## config.mk

```make
export PLATFORM = sky130hd
export DESIGN_NAME = cnsu_node
export DESIGN_NICKNAME = d
export VERILOG_FILES = /design/src/cnsu_pkg.sv /design/src/cnsu_node.sv
export SDC_FILE = /design/constraint.sdc
export NUM_CORES = 1
export LEC_CHECK = 0
export BUFFER_PORTS_ARGS = -buffer_cell sky130_fd_sc_hd__buf_4
export CORE_MARGIN = 1.5
export CORE_UTILIZATION = 55
export CTS_CLUSTER_DIAMETER = 80
export DETAILED_ROUTE_END_ITERATION = 16
export HOLD_SLACK_MARGIN = 0.12
export PLACE_DENSITY = 0.8
export SLEW_MARGIN = 5
export SYNTH_ARGS = -nofsm -noshare
export SYNTH_HDL_FRONTEND = slang
export SYNTH_SLANG_ARGS = --single-unit
export TNS_END_PERCENT = 10
```

## constraint.sdc

```tcl
create_clock -name clk -period 6.15 [get_ports clk]
set_input_delay 1.23 -clock clk [delete_from_list [all_inputs] [get_ports clk]]
set_output_delay 1.23 -clock clk [all_outputs]
set_load 0.1 [all_outputs]
```

## src/cnsu_pkg.sv

```systemverilog
// Constants and types of the node setup and status block
package cnsu_pkg;
  // ==========================================
  // Clock and timing
  localparam int unsigned CLK_HZ         = 10_000_000;
  localparam int unsigned CFG_TIMEOUT_S  = 30;
  localparam int unsigned CFG_TIMEOUT_CYC = CFG_TIMEOUT_S * CLK_HZ;
  localparam int unsigned FLASH_MS       = 200;
  localparam int unsigned FLASH_CYC      = FLASH_MS * (CLK_HZ / 1000);
  // ==========================================
  // Register byte offsets
  localparam logic [7:0] OFS_CTRL     = 8'h00;
  localparam logic [7:0] OFS_STATUS   = 8'h04;
  localparam logic [7:0] OFS_SETUP    = 8'h08;
  localparam logic [7:0] OFS_IRQ_STAT = 8'h0C;
  localparam logic [7:0] OFS_IRQ_CLR  = 8'h10;
  localparam logic [7:0] OFS_IRQ_EN   = 8'h14;
  // ==========================================
  // Field positions
  localparam int CTRL_CFG_DONE  = 0;
  localparam int ST_FORCED      = 2;
  localparam int ST_BUS_EN      = 3;
  localparam int ST_RATE_OK     = 4;
  localparam int ST_ADDR_OK     = 5;
  localparam int SU_ADDR_LSB    = 16;
  localparam int IRQ_W          = 4;
  localparam int IRQ_TIMEOUT    = 0;
  localparam int IRQ_BUS_OFF    = 1;
  localparam int IRQ_HBEAT      = 2;
  localparam int IRQ_SYNC       = 3;
  localparam logic [IRQ_W-1:0] IRQ_EN_RST = 4'h0;
  // ==========================================
  // Switch decoding
  localparam logic [3:0] DIGIT_MAX = 4'h9;
  localparam logic [6:0] TENS_WEIGHT = 7'h0A;
  localparam logic [10:0] RATE_TBL [0:9] = '{
    11'h000, 11'h00A, 11'h014, 11'h032, 11'h07D,
    11'h0FA, 11'h1F4, 11'h320, 11'h3E8, 11'h000};
  // ==========================================
  // Indicator patterns, length in 200 ms steps
  typedef enum logic [2:0] {
    PAT_OFF, PAT_ON, PAT_BLINK, PAT_FLASH1, PAT_FLASH2, PAT_FLASH3
  } cnsu_pat_type;
  localparam logic [3:0] LEN_BLINK  = 4'h2;
  localparam logic [3:0] LEN_FLASH1 = 4'h6;
  localparam logic [3:0] LEN_FLASH2 = 4'h8;
  localparam logic [3:0] LEN_FLASH3 = 4'hA;
  localparam logic [3:0] LEN_STEADY = 4'h1;
  typedef enum logic [1:0] {
    NMT_PREOP, NMT_OPER, NMT_STOP
  } cnsu_nmt_type;
endpackage

```

## src/cnsu_node.sv

```systemverilog
// Node setup, start-up timeout and status indicators
// Notes on behaviour
// - Rate switch 1..8 maps 10k..1M, 0/9 invalid
// - Rate sampled at start-up only
// - Address is tens times ten plus ones
// - Configure and start bus without command
// - No configuration in 30 s: join, show running
// - Timeout sends external error emergency
// - Run indicator follows node state
// - Error indicator on while bus-off
// - Single flash at error warning level
// - Double flash on heartbeat failure
// - Triple flash on missing sync
//
// Decided for this implementation: the Wishbone interface to the registers and the register addresses.
`timescale 1ns/1ns
module cnsu_node
  import cnsu_pkg::*;
#(
  parameter int unsigned TIMEOUT_CYC = CFG_TIMEOUT_CYC,
  parameter int unsigned STEP_CYC    = FLASH_CYC
) (
  input  wire logic         clk,
  input  wire logic         arst_n,
  input  wire logic         wb_cyc_i,
  input  wire logic         wb_stb_i,
  input  wire logic         wb_we_i,
  input  wire logic [7:0]   wb_adr_i,
  input  wire logic [3:0]   wb_sel_i,
  input  wire logic [31:0]  wb_dat_i,
  output logic [31:0]       wb_dat_o,
  output logic              wb_ack_o,
  output logic              int_o,
  input  wire logic [3:0]   rate_select_switch,
  input  wire logic [3:0]   tens_address_switch,
  input  wire logic [3:0]   ones_address_switch,
  input  wire logic         base_cfg_valid,
  input  cnsu_nmt_type      nmt_state,
  input  wire logic         bus_connected,
  input  wire logic         module_error,
  input  wire logic         can_bus_off,
  input  wire logic         can_warning,
  input  wire logic         heartbeat_fail,
  input  wire logic         sync_missing,
  output logic [10:0]       rate_kbps,
  output logic              rate_valid,
  output logic [6:0]        node_address,
  output logic              address_valid,
  output logic              bus_enable,
  output logic              emcy_ext_error,
  output logic              run_led,
  output logic              err_led
);
  // ==========================================
  // Parameter checks
  if (TIMEOUT_CYC < 1 || STEP_CYC < 1) begin : g_chk
    $error("cnsu_node: counts must be at least one");
  end

  typedef enum logic [1:0] {S_LATCH, S_WAIT, S_RUN} cnsu_st_type;

  function automatic logic [3:0] pat_len(input cnsu_pat_type p);
    unique case (p)
      PAT_BLINK:  pat_len = LEN_BLINK;
      PAT_FLASH1: pat_len = LEN_FLASH1;
      PAT_FLASH2: pat_len = LEN_FLASH2;
      PAT_FLASH3: pat_len = LEN_FLASH3;
      PAT_OFF,
      PAT_ON:     pat_len = LEN_STEADY;
      default:    pat_len = LEN_STEADY;
    endcase
  endfunction

  function automatic logic pat_lit(input cnsu_pat_type p,
                                   input logic [3:0] s);
    unique case (p)
      PAT_ON:     pat_lit = 1'b1;
      PAT_BLINK:  pat_lit = (s == 4'h0);
      PAT_FLASH1: pat_lit = (s == 4'h0);
      PAT_FLASH2: pat_lit = !s[0] && (s < 4'h3);
      PAT_FLASH3: pat_lit = !s[0] && (s < 4'h5);
      PAT_OFF:    pat_lit = 1'b0;
      default:    pat_lit = 1'b0;
    endcase
  endfunction

  // ==========================================
  // Wishbone slave, one wait state
  logic             ack_reg;
  logic [31:0]      dat_reg;
  logic [IRQ_W-1:0] irq_stat_reg;
  logic [IRQ_W-1:0] irq_en_reg;
  logic [31:0]      rdata;
  wire              req      = wb_cyc_i && wb_stb_i;
  wire              wr_take  = req && wb_we_i && ack_reg;
  wire              wr_low   = wr_take && wb_sel_i[0];
  wire              cfg_wr   = wr_low && (wb_adr_i == OFS_CTRL);
  wire              clr_wr   = wr_low && (wb_adr_i == OFS_IRQ_CLR);
  wire              en_wr    = wr_low && (wb_adr_i == OFS_IRQ_EN);
  wire [IRQ_W-1:0]  irq_clr  = clr_wr ? wb_dat_i[IRQ_W-1:0] : '0;

  always_ff @(posedge clk or negedge arst_n) begin
    if (!arst_n) begin
      ack_reg <= 1'b0;
      dat_reg <= 32'h0000_0000;
    end else begin
      ack_reg <= req && !ack_reg;
      if (req && !ack_reg) begin
        dat_reg <= rdata;
      end
    end
  end
  assign wb_ack_o = ack_reg;
  assign wb_dat_o = dat_reg;

  // ==========================================
  // Start-up sequencer
  cnsu_st_type st_reg;
  cnsu_st_type st_next;
  logic [31:0] tmo_reg;
  logic        forced_reg;
  logic        emcy_reg;
  logic [3:0]  rate_sw_reg;
  logic [3:0]  tens_reg;
  logic [3:0]  ones_reg;
  wire         cfg_in   = base_cfg_valid || (cfg_wr && wb_dat_i[CTRL_CFG_DONE]);
  wire         tmo_hit  = (st_reg == S_WAIT) && !cfg_in &&
                          (tmo_reg == TIMEOUT_CYC - 1);

  always_comb begin
    st_next = st_reg;
    unique case (st_reg)
      S_LATCH: st_next = S_WAIT;
      // Start on configuration
      // automatic start
      S_WAIT:  if (cfg_in || tmo_hit) begin
        st_next = S_RUN;
      end
      S_RUN:   st_next = S_RUN;
    endcase
  end

  always_ff @(posedge clk or negedge arst_n) begin
    if (!arst_n) begin
      st_reg      <= S_LATCH;
      tmo_reg     <= 32'h0000_0000;
      forced_reg  <= 1'b0;
      emcy_reg    <= 1'b0;
      rate_sw_reg <= 4'h0;
      tens_reg    <= 4'h0;
      ones_reg    <= 4'h0;
    end else begin
      st_reg   <= st_next;
      emcy_reg <= tmo_hit;
      if (st_reg == S_LATCH) begin
        rate_sw_reg <= rate_select_switch;
        tens_reg    <= tens_address_switch;
        ones_reg    <= ones_address_switch;
      end
      if (st_reg == S_WAIT) begin
        tmo_reg <= tmo_reg + 32'h0000_0001;
      end
      if (tmo_hit) begin
        forced_reg <= 1'b1;
      end
    end
  end

  assign rate_valid    = (rate_sw_reg != 4'h0) && (rate_sw_reg <= 4'h8);
  assign rate_kbps     = rate_valid ? RATE_TBL[rate_sw_reg] : 11'h000;
  assign node_address  = 7'(tens_reg) * TENS_WEIGHT + 7'(ones_reg);
  assign address_valid = (tens_reg <= DIGIT_MAX) && (ones_reg <= DIGIT_MAX);
  assign bus_enable    = (st_reg == S_RUN);
  assign emcy_ext_error = emcy_reg;

  // ==========================================
  // Interrupt status, set wins over clear
  logic bus_off_d_reg;
  logic hbeat_d_reg;
  logic sync_d_reg;
  wire [IRQ_W-1:0] irq_ev = {sync_missing && !sync_d_reg,
                             heartbeat_fail && !hbeat_d_reg,
                             can_bus_off && !bus_off_d_reg,
                             tmo_hit};

  always_ff @(posedge clk or negedge arst_n) begin
    if (!arst_n) begin
      irq_stat_reg  <= '0;
      irq_en_reg    <= IRQ_EN_RST;
      bus_off_d_reg <= 1'b0;
      hbeat_d_reg   <= 1'b0;
      sync_d_reg    <= 1'b0;
    end else begin
      irq_stat_reg  <= (irq_stat_reg & ~irq_clr) | irq_ev;
      bus_off_d_reg <= can_bus_off;
      hbeat_d_reg   <= heartbeat_fail;
      sync_d_reg    <= sync_missing;
      if (en_wr) begin
        irq_en_reg <= wb_dat_i[IRQ_W-1:0];
      end
    end
  end
  assign int_o = |(irq_stat_reg & irq_en_reg);

  // Unmapped and write-only offsets read as zero
  assign rdata =
    (wb_adr_i == OFS_STATUS) ?
      32'({address_valid, rate_valid, bus_enable, forced_reg,
           2'(st_reg)}) :
    (wb_adr_i == OFS_SETUP) ?
      32'({node_address, rate_sw_reg, 1'b0, rate_kbps}) :
    (wb_adr_i == OFS_IRQ_STAT) ? 32'(irq_stat_reg) :
    (wb_adr_i == OFS_IRQ_EN)   ? 32'(irq_en_reg) : 32'h0000_0000;

  // ==========================================
  // Indicator pattern selection
  cnsu_pat_type run_pat;
  cnsu_pat_type err_pat;
  assign run_pat =
    (!bus_enable || !bus_connected || module_error) ? PAT_OFF :
    (forced_reg || nmt_state == NMT_OPER) ? PAT_ON :
    (nmt_state == NMT_STOP) ? PAT_FLASH1 : PAT_BLINK;
  assign err_pat =
    can_bus_off    ? PAT_ON :
    sync_missing   ? PAT_FLASH3 :
    heartbeat_fail ? PAT_FLASH2 :
    can_warning    ? PAT_FLASH1 : PAT_OFF;

  // ==========================================
  // Step timer shared by both indicators
  logic [31:0] tick_reg;
  wire         tick = (tick_reg == STEP_CYC - 1);
  always_ff @(posedge clk or negedge arst_n) begin
    if (!arst_n) begin
      tick_reg <= 32'h0000_0000;
    end else begin
      tick_reg <= tick ? 32'h0000_0000 : tick_reg + 32'h0000_0001;
    end
  end

  // Pattern restarts on change so a new state shows from its first step
  cnsu_pat_type pats [2];
  logic         leds [2];
  assign pats[0] = run_pat;
  assign pats[1] = err_pat;
  for (genvar i = 0; i < 2; i++) begin : g_led
    cnsu_pat_type pat_d_reg;
    logic [3:0]   step_reg;
    logic         led_reg;
    wire          chg  = (pats[i] != pat_d_reg);
    wire [3:0]    nstp = (step_reg + 4'h1 >= pat_len(pats[i])) ?
                         4'h0 : step_reg + 4'h1;
    wire [3:0]    cur  = chg ? 4'h0 : (tick ? nstp : step_reg);
    always_ff @(posedge clk or negedge arst_n) begin
      if (!arst_n) begin
        pat_d_reg <= PAT_OFF;
        step_reg  <= 4'h0;
        led_reg   <= 1'b0;
      end else begin
        pat_d_reg <= pats[i];
        step_reg  <= cur;
        led_reg   <= pat_lit(pats[i], cur);
      end
    end
    assign leds[i] = led_reg;
  end
  assign run_led = leds[0];
  assign err_led = leds[1];
endmodule // cnsu_node

```

# Yosys cells after proc, flatten, opt, wreduce, memory -nomap -nowiden
# Memory sizes are Yosys's and may differ from the RTL's.
# Cells that the tools add are included.
[op_classes]
addsub = 5
multipliers = 1
order_cmp = 10
eq_ne = 24
mux = 28
bitwise_logic = 5
n_reduce_logical = 42
[ops]
columns = ["cell", "count"]
rows = [
  ["adder 32 x 1 -> 32 bit (second input constant)", 2],
  ["two-way mux 23 bit", 2],
  ["two-way mux 4 bit", 9],
  ["two-way mux 11 bit", 3],
  ["equality test 32 x 21 -> 1 bit (second input constant)", 1],
  ["equality test 32 x 29 -> 1 bit (second input constant)", 1],
  ["two-way mux 32 bit", 1],
  ["case mux 4 bit (4 select lines)", 2],
  ["logical AND 1 bit", 20],
  ["equality test 8 x 4 -> 1 bit (second input constant)", 2],
  ["equality test 8 x 5 -> 1 bit (second input constant)", 2],
  ["less-or-equal comparator 4 bit (second input constant)", 3],
  ["zero test 1 bit", 9],
  ["two-way mux 3 bit", 3],
  ["adder 4 x 1 -> 4 bit (second input constant)", 2],
  ["AND 4 bit", 2],
  ["equality test 2 bit (second input constant)", 4],
  ["equality test 8 x 3 -> 1 bit (second input constant)", 1],
  [">= comparator 4 bit", 2],
  ["zero test 4 bit", 2],
  ["zero test 8 bit", 1],
  ["< comparator 4 x 2 -> 1 bit (second input constant)", 2],
  ["< comparator 4 x 3 -> 1 bit (second input constant)", 2],
  ["two-way mux 2 bit", 4],
  ["22 further kinds", 33],
]
[totals]
regBits = 139
rom_bits = 176
word_cells = 137
memories = 1
[mem_list]
columns = ["name", "depth", "width", "rd", "rd_clocked_by_memory_dff", "wr", "line", "rtl"]
rows = [
  ["(name not given)", 16, 11, 1, 0, 0, "cnsu_node.sv:170", "assign rate_kbps = rate_valid ? RATE_TBL[rate_sw_reg] : 11'h000;"],
]

# Logic depth before layout (Yosys ltp)
[logic_depth]
depth_word = 14
depth_mapped = 12
depth_no_buf = 12

# Worst setup path before layout
# OpenSTA, ideal clock, no wires.
[synth_path]
kind = "register to output"
startpoint = "reg tens_reg[1]"
endpoint = "out node_address[6]"
t_arrival_ns = 3.091
t_required_ns = 4.920
slack_ns = 1.829
path_stages_with_launch = 7
path_cell_list = "dfrtp_1 ha_1 ha_1 fa_1 nand2_1 nor2_1 xnor2_1"
[synth_between]
elab_chain_cells = 2
[synth_rtl]
columns = ["element", "line", "rtl"]
rows = [
  ["from (decl)", "cnsu_node.sv:124", "logic [3:0] tens_reg;"],
  ["from (signal assigned)", "cnsu_node.sv:157", "tens_reg <= tens_address_switch;"],
  ["multiplier 4 x 3 -> 6 bit", "cnsu_node.sv:171", "assign node_address = 7'(tens_reg) * TENS_WEIGHT + 7'(ones_reg);"],
  ["adder 7 x 4 -> 7 bit", "cnsu_node.sv:171", ""],
  ["to (decl)", "cnsu_node.sv:47", "output logic [6:0] node_address,"],
]
# Every way passes these cells.

# Final worst setup path
[layout_path]
startpoint = "in sync_missing"
endpoint = "reg g_led[1].led_reg (netlist: err_led)"
[layout_between]
elab_chain_cells = 11
[layout_rtl]
columns = ["element", "line", "rtl"]
rows = [
  ["from (decl)", "cnsu_node.sv:44", "input wire logic sync_missing,"],
  ["two-way mux 3 bit *", "cnsu_node.sv:225", "sync_missing ? PAT_FLASH3 :"],
  ["two-way mux 3 bit *", "cnsu_node.sv:224", "can_bus_off ? PAT_ON :"],
  ["via err_pat[1]", "cnsu_node.sv:218", "cnsu_pat_type err_pat;"],
  ["equality test 3 bit or equality test 3 x 2 -> 1 bit (tied branches)", "cnsu_node.sv:63, cnsu_node.sv:76", ""],
  ["case mux 4 bit (4 select lines)", "cnsu_node.sv:63", "unique case (p)"],
  [">= comparator 4 bit", "cnsu_node.sv:251", "wire [3:0] nstp = (step_reg + 4'h1 >= pat_len(pats[i])) ?"],
  ["two-way mux 4 bit", "cnsu_node.sv:251", ""],
  ["two-way mux 4 bit (2 in a row)", "cnsu_node.sv:253", "wire [3:0] cur = chg ? 4'h0 : (tick ? nstp : step_reg);"],
  ["< comparator 4 x 3 -> 1 bit, or another cell as far along", "cnsu_node.sv:81", "PAT_FLASH3: pat_lit = !s[0] && (s < 4'h5);"],
  ["logical AND 1 bit (on tied branches)", "cnsu_node.sv:81, cnsu_node.sv:80", ""],
  ["case mux 1 bit (4 select lines) *", "cnsu_node.sv:76", "unique case (p)"],
  ["to (signal assigned)", "cnsu_node.sv:262", "led_reg <= pat_lit(pats[i], cur);"],
  ["to (decl)", "cnsu_node.sv:249", "logic led_reg;"],
]
# Mark *: on every way through the listed nets, which the timed path passes. The rest lies on a longest branch.
# A chain may end at the register's enable or synchronous reset.

==> impl_metrics.tcl <==
set metrics [dict create \
    grt_usage_pct 24.1 \
    fin_tns_setup_ns 0 \
    cap_violations 0 \
    drt_iter0_drc 420 \
    routed_via_density 5.76 \
    final.fill_count 820 \
    ios 128 \
    die_w_um 112 \
    design_area_um2 7830 \
    synth_cell_types 63 \
    yosysTopAreaCellShare_pct 49.2 \
    multiInputGateArea_um2 3130 \
    grt_pass1_vias 5072 \
    crit_path_start_kind "primary input" \
    ant_nets 0 \
    async_flop_share_pct 100 \
    area_growth_pct 20.3 \
    power_density_nw_per_um2 509 \
    dieArea_um2 12500 \
    grt_max_degree 69 \
    max_slew_margin_pct 15.9 \
    vias 5063 \
    ys_warn_count 0 \
    critical_path_class "in2reg" \
    cts_buffer_depth 2 \
    crit_arrival_ns 4.20 \
    place_ws_ns 2.01 \
    die_h_um 112 \
    dr.pass1.iters 5 \
    port_buffers 84 \
    maxSlewViolCount 0 \
    synth_edf_count 0 \
    rsz0062_at_grt "no" \
    hold_class "reg2reg" \
    ys_ff_latch 128 \
    fin_nets 819 \
    required_ns 6.44 \
    holdBufCountCts 0 \
    hold_depth 1 \
    seqCellArea_um2 3200 \
    syn-instance-count 633 \
    wl_mm 14.2 \
    drive_gt1_share_pct 19.6 \
    tightest_slew_ns 1.25 \
    seq_area_frac_synth_pct 49.2 \
    remaining_drc_errors 0 \
    p_total_mw 3.99 \
    core_um2 11500 \
    antenna_cells 0 \
    start_util_pct 56.8 \
    grt.overflow.total 0 \
    antenna_found_initial 0 \
    clkLatencyLatePin_ns 0.42 \
    outcome "completed" \
    cts_tree "built" \
    critPathCaptureType "flop" \
    power_leakage_nw 3.67 \
    reg2reg_depth 12 \
    ctsResizeCount 0 \
    syn-cell-area_um2 6510 \
    cts-root-buf "clkbuf_16" \
    ir_drop_uv 767 \
    max_freq_mhz 256 \
    synth_top_area_cell "dfrtp_1" \
    cts_buffers 17 \
    min_period_ns 3.91 \
    grt_pass1_wl_mm 24.2 \
    final_util_pct 68.3 \
    postPlaceCellArea_um2 7220 \
    synthTopCellsByArea "dfrtp_1 (49%), xnor2_1 (7.0%), ha_1 (4.6%)" \
    synth_ff_type "dfrtp_1" \
    syn_avg_cell_area_um2 10.3 \
    wl_per_cell_um 16.2 \
    critPathMaxFanout 6 \
    htreeDepth 4 \
    cts_num_sinks 128 \
    hold_viol 0 \
    dp_hpwl_mm 10.1 \
    final.setup.worst_slack_ns 2.24 \
    setup_viol 0 \
    num_rows 39 \
    clk_pin_slew_ns 0.05 \
    skew_ns 0.00620 \
    post_cts_buffers 0 \
    min_period_over_period_pct 63.5 \
    place.gp.congestion 0.872 \
]
## per-layer routing
metal | part of all wire, % | routed length, um | track usage, % | vias up
met1 | 44 | 6220 | 31.1 | 2500
met2 | 49 | 6930 | 39.1 | 136
li1 | - | - | - | 2387
met5 | 0 | 0 | 0 | -
met4 | 2.7 | 381 | 11.1 | 0
met3 | 4.7 | 665 | 5.33 | 40
## final timing paths
check | start | endpoint | slack, ns
setup / recovery | sync_missing | err_led | 2.24
hold / removal | bus_off_d_reg | irq_stat_reg[1] | 0.42
setup reg to reg | st_reg[0] | run_led | 2.74
hold reg to reg | bus_off_d_reg | irq_stat_reg[1] | 0.42
max in group asynchronous | arst_n | tick_reg[31] | 3.95
min in group asynchronous | arst_n | wb_dat_o[19] | 0.87
## per-stage QoR
stage / instances / hold slack [ns]
2_1_floorplan: 644 / 0.393
3_3_place_gp: 847 / 0.406
3_5_place_dp: 847 / 0.416
4_1_cts: 879 / 0.420
5_1_grt: 879 / 0.436
6_report: 879 / 0.417
## placed cells by master (no fill, tap or decap), types with 17 or more instances in the layout
master and count:
buf_4 85, clkbuf_16 17, inv_1 19, nand3_1 44, o21ai_0 19, nor2_1 47, nand2_1 77, dfrtp_1 128
xnor2_1 52, ha_1 24, xor2_1 22
## power by group
part           internal, mW  switching (mW)
sequential            0.922          0.0948
clock                 0.667           0.357
combinational         0.443            1.51
total                  2.03            1.96
## area by class of cell
class | count | area share (%)
inverter | 20 | 0.959
clock buffer | 22 | 6.06
timing repair buffer | 85 | 8.15
multi-input combinational | 471 | 39.9
tap | 143 | 2.28
clock inverter | 10 | 1.71
sequential | 128 | 40.9
## cell families after synthesis
kind of cell,Yosys count,share of synthesized area [%]
AOI/OAI and AO/OA,69,6.98
xor gates and xnor gates,74,9.96
adders and majority gates,26,5.23
buffers and inverters,45,3.36
DFF,128,49.2
muxes,17,2.92
other,1,0.0576
and+or+nand+nor,273,22.3
## critical path: stages
cell and delay (ns):
buf_4 0.14, nor4_1 0.77, nor2_1 0.16, ha_1 0.32, nand2b_1 0.14, a2111o_1 0.44, a2111oi_0 0.40, a211oi_1 0.14
a221oi_1 0.34, o41ai_1 0.12
## Yosys cell counts, types with 2 or more instances
library cell,instances
a2111oi_0,2
a211oi_1,2
a21o_1,4
a21oi_1,14
a221oi_1,3
a222oi_1,3
a22oi_1,4
a31oi_1,5
and2_1,3
and3_1,11
and4_1,7
buf_4,13
clkbuf_1,10
dfrtp_1,128
fa_1,2
ha_1,24
inv_1,19
mux2_2,16
nand2_1,77
nand2b_1,6
nand3_1,44
nand3b_1,3
nand4_1,16
nor2_1,47
nor2b_1,7
nor3_1,10
nor3_2,2
nor3b_1,3
nor4_1,7
nor4b_1,10
nor4bb_1,2
o21ai_0,19
o31a_1,2
o31ai_1,5
or2_2,2
or3_1,2
xnor2_1,52
xor2_1,22
Power figures use the tool's default switching activity.
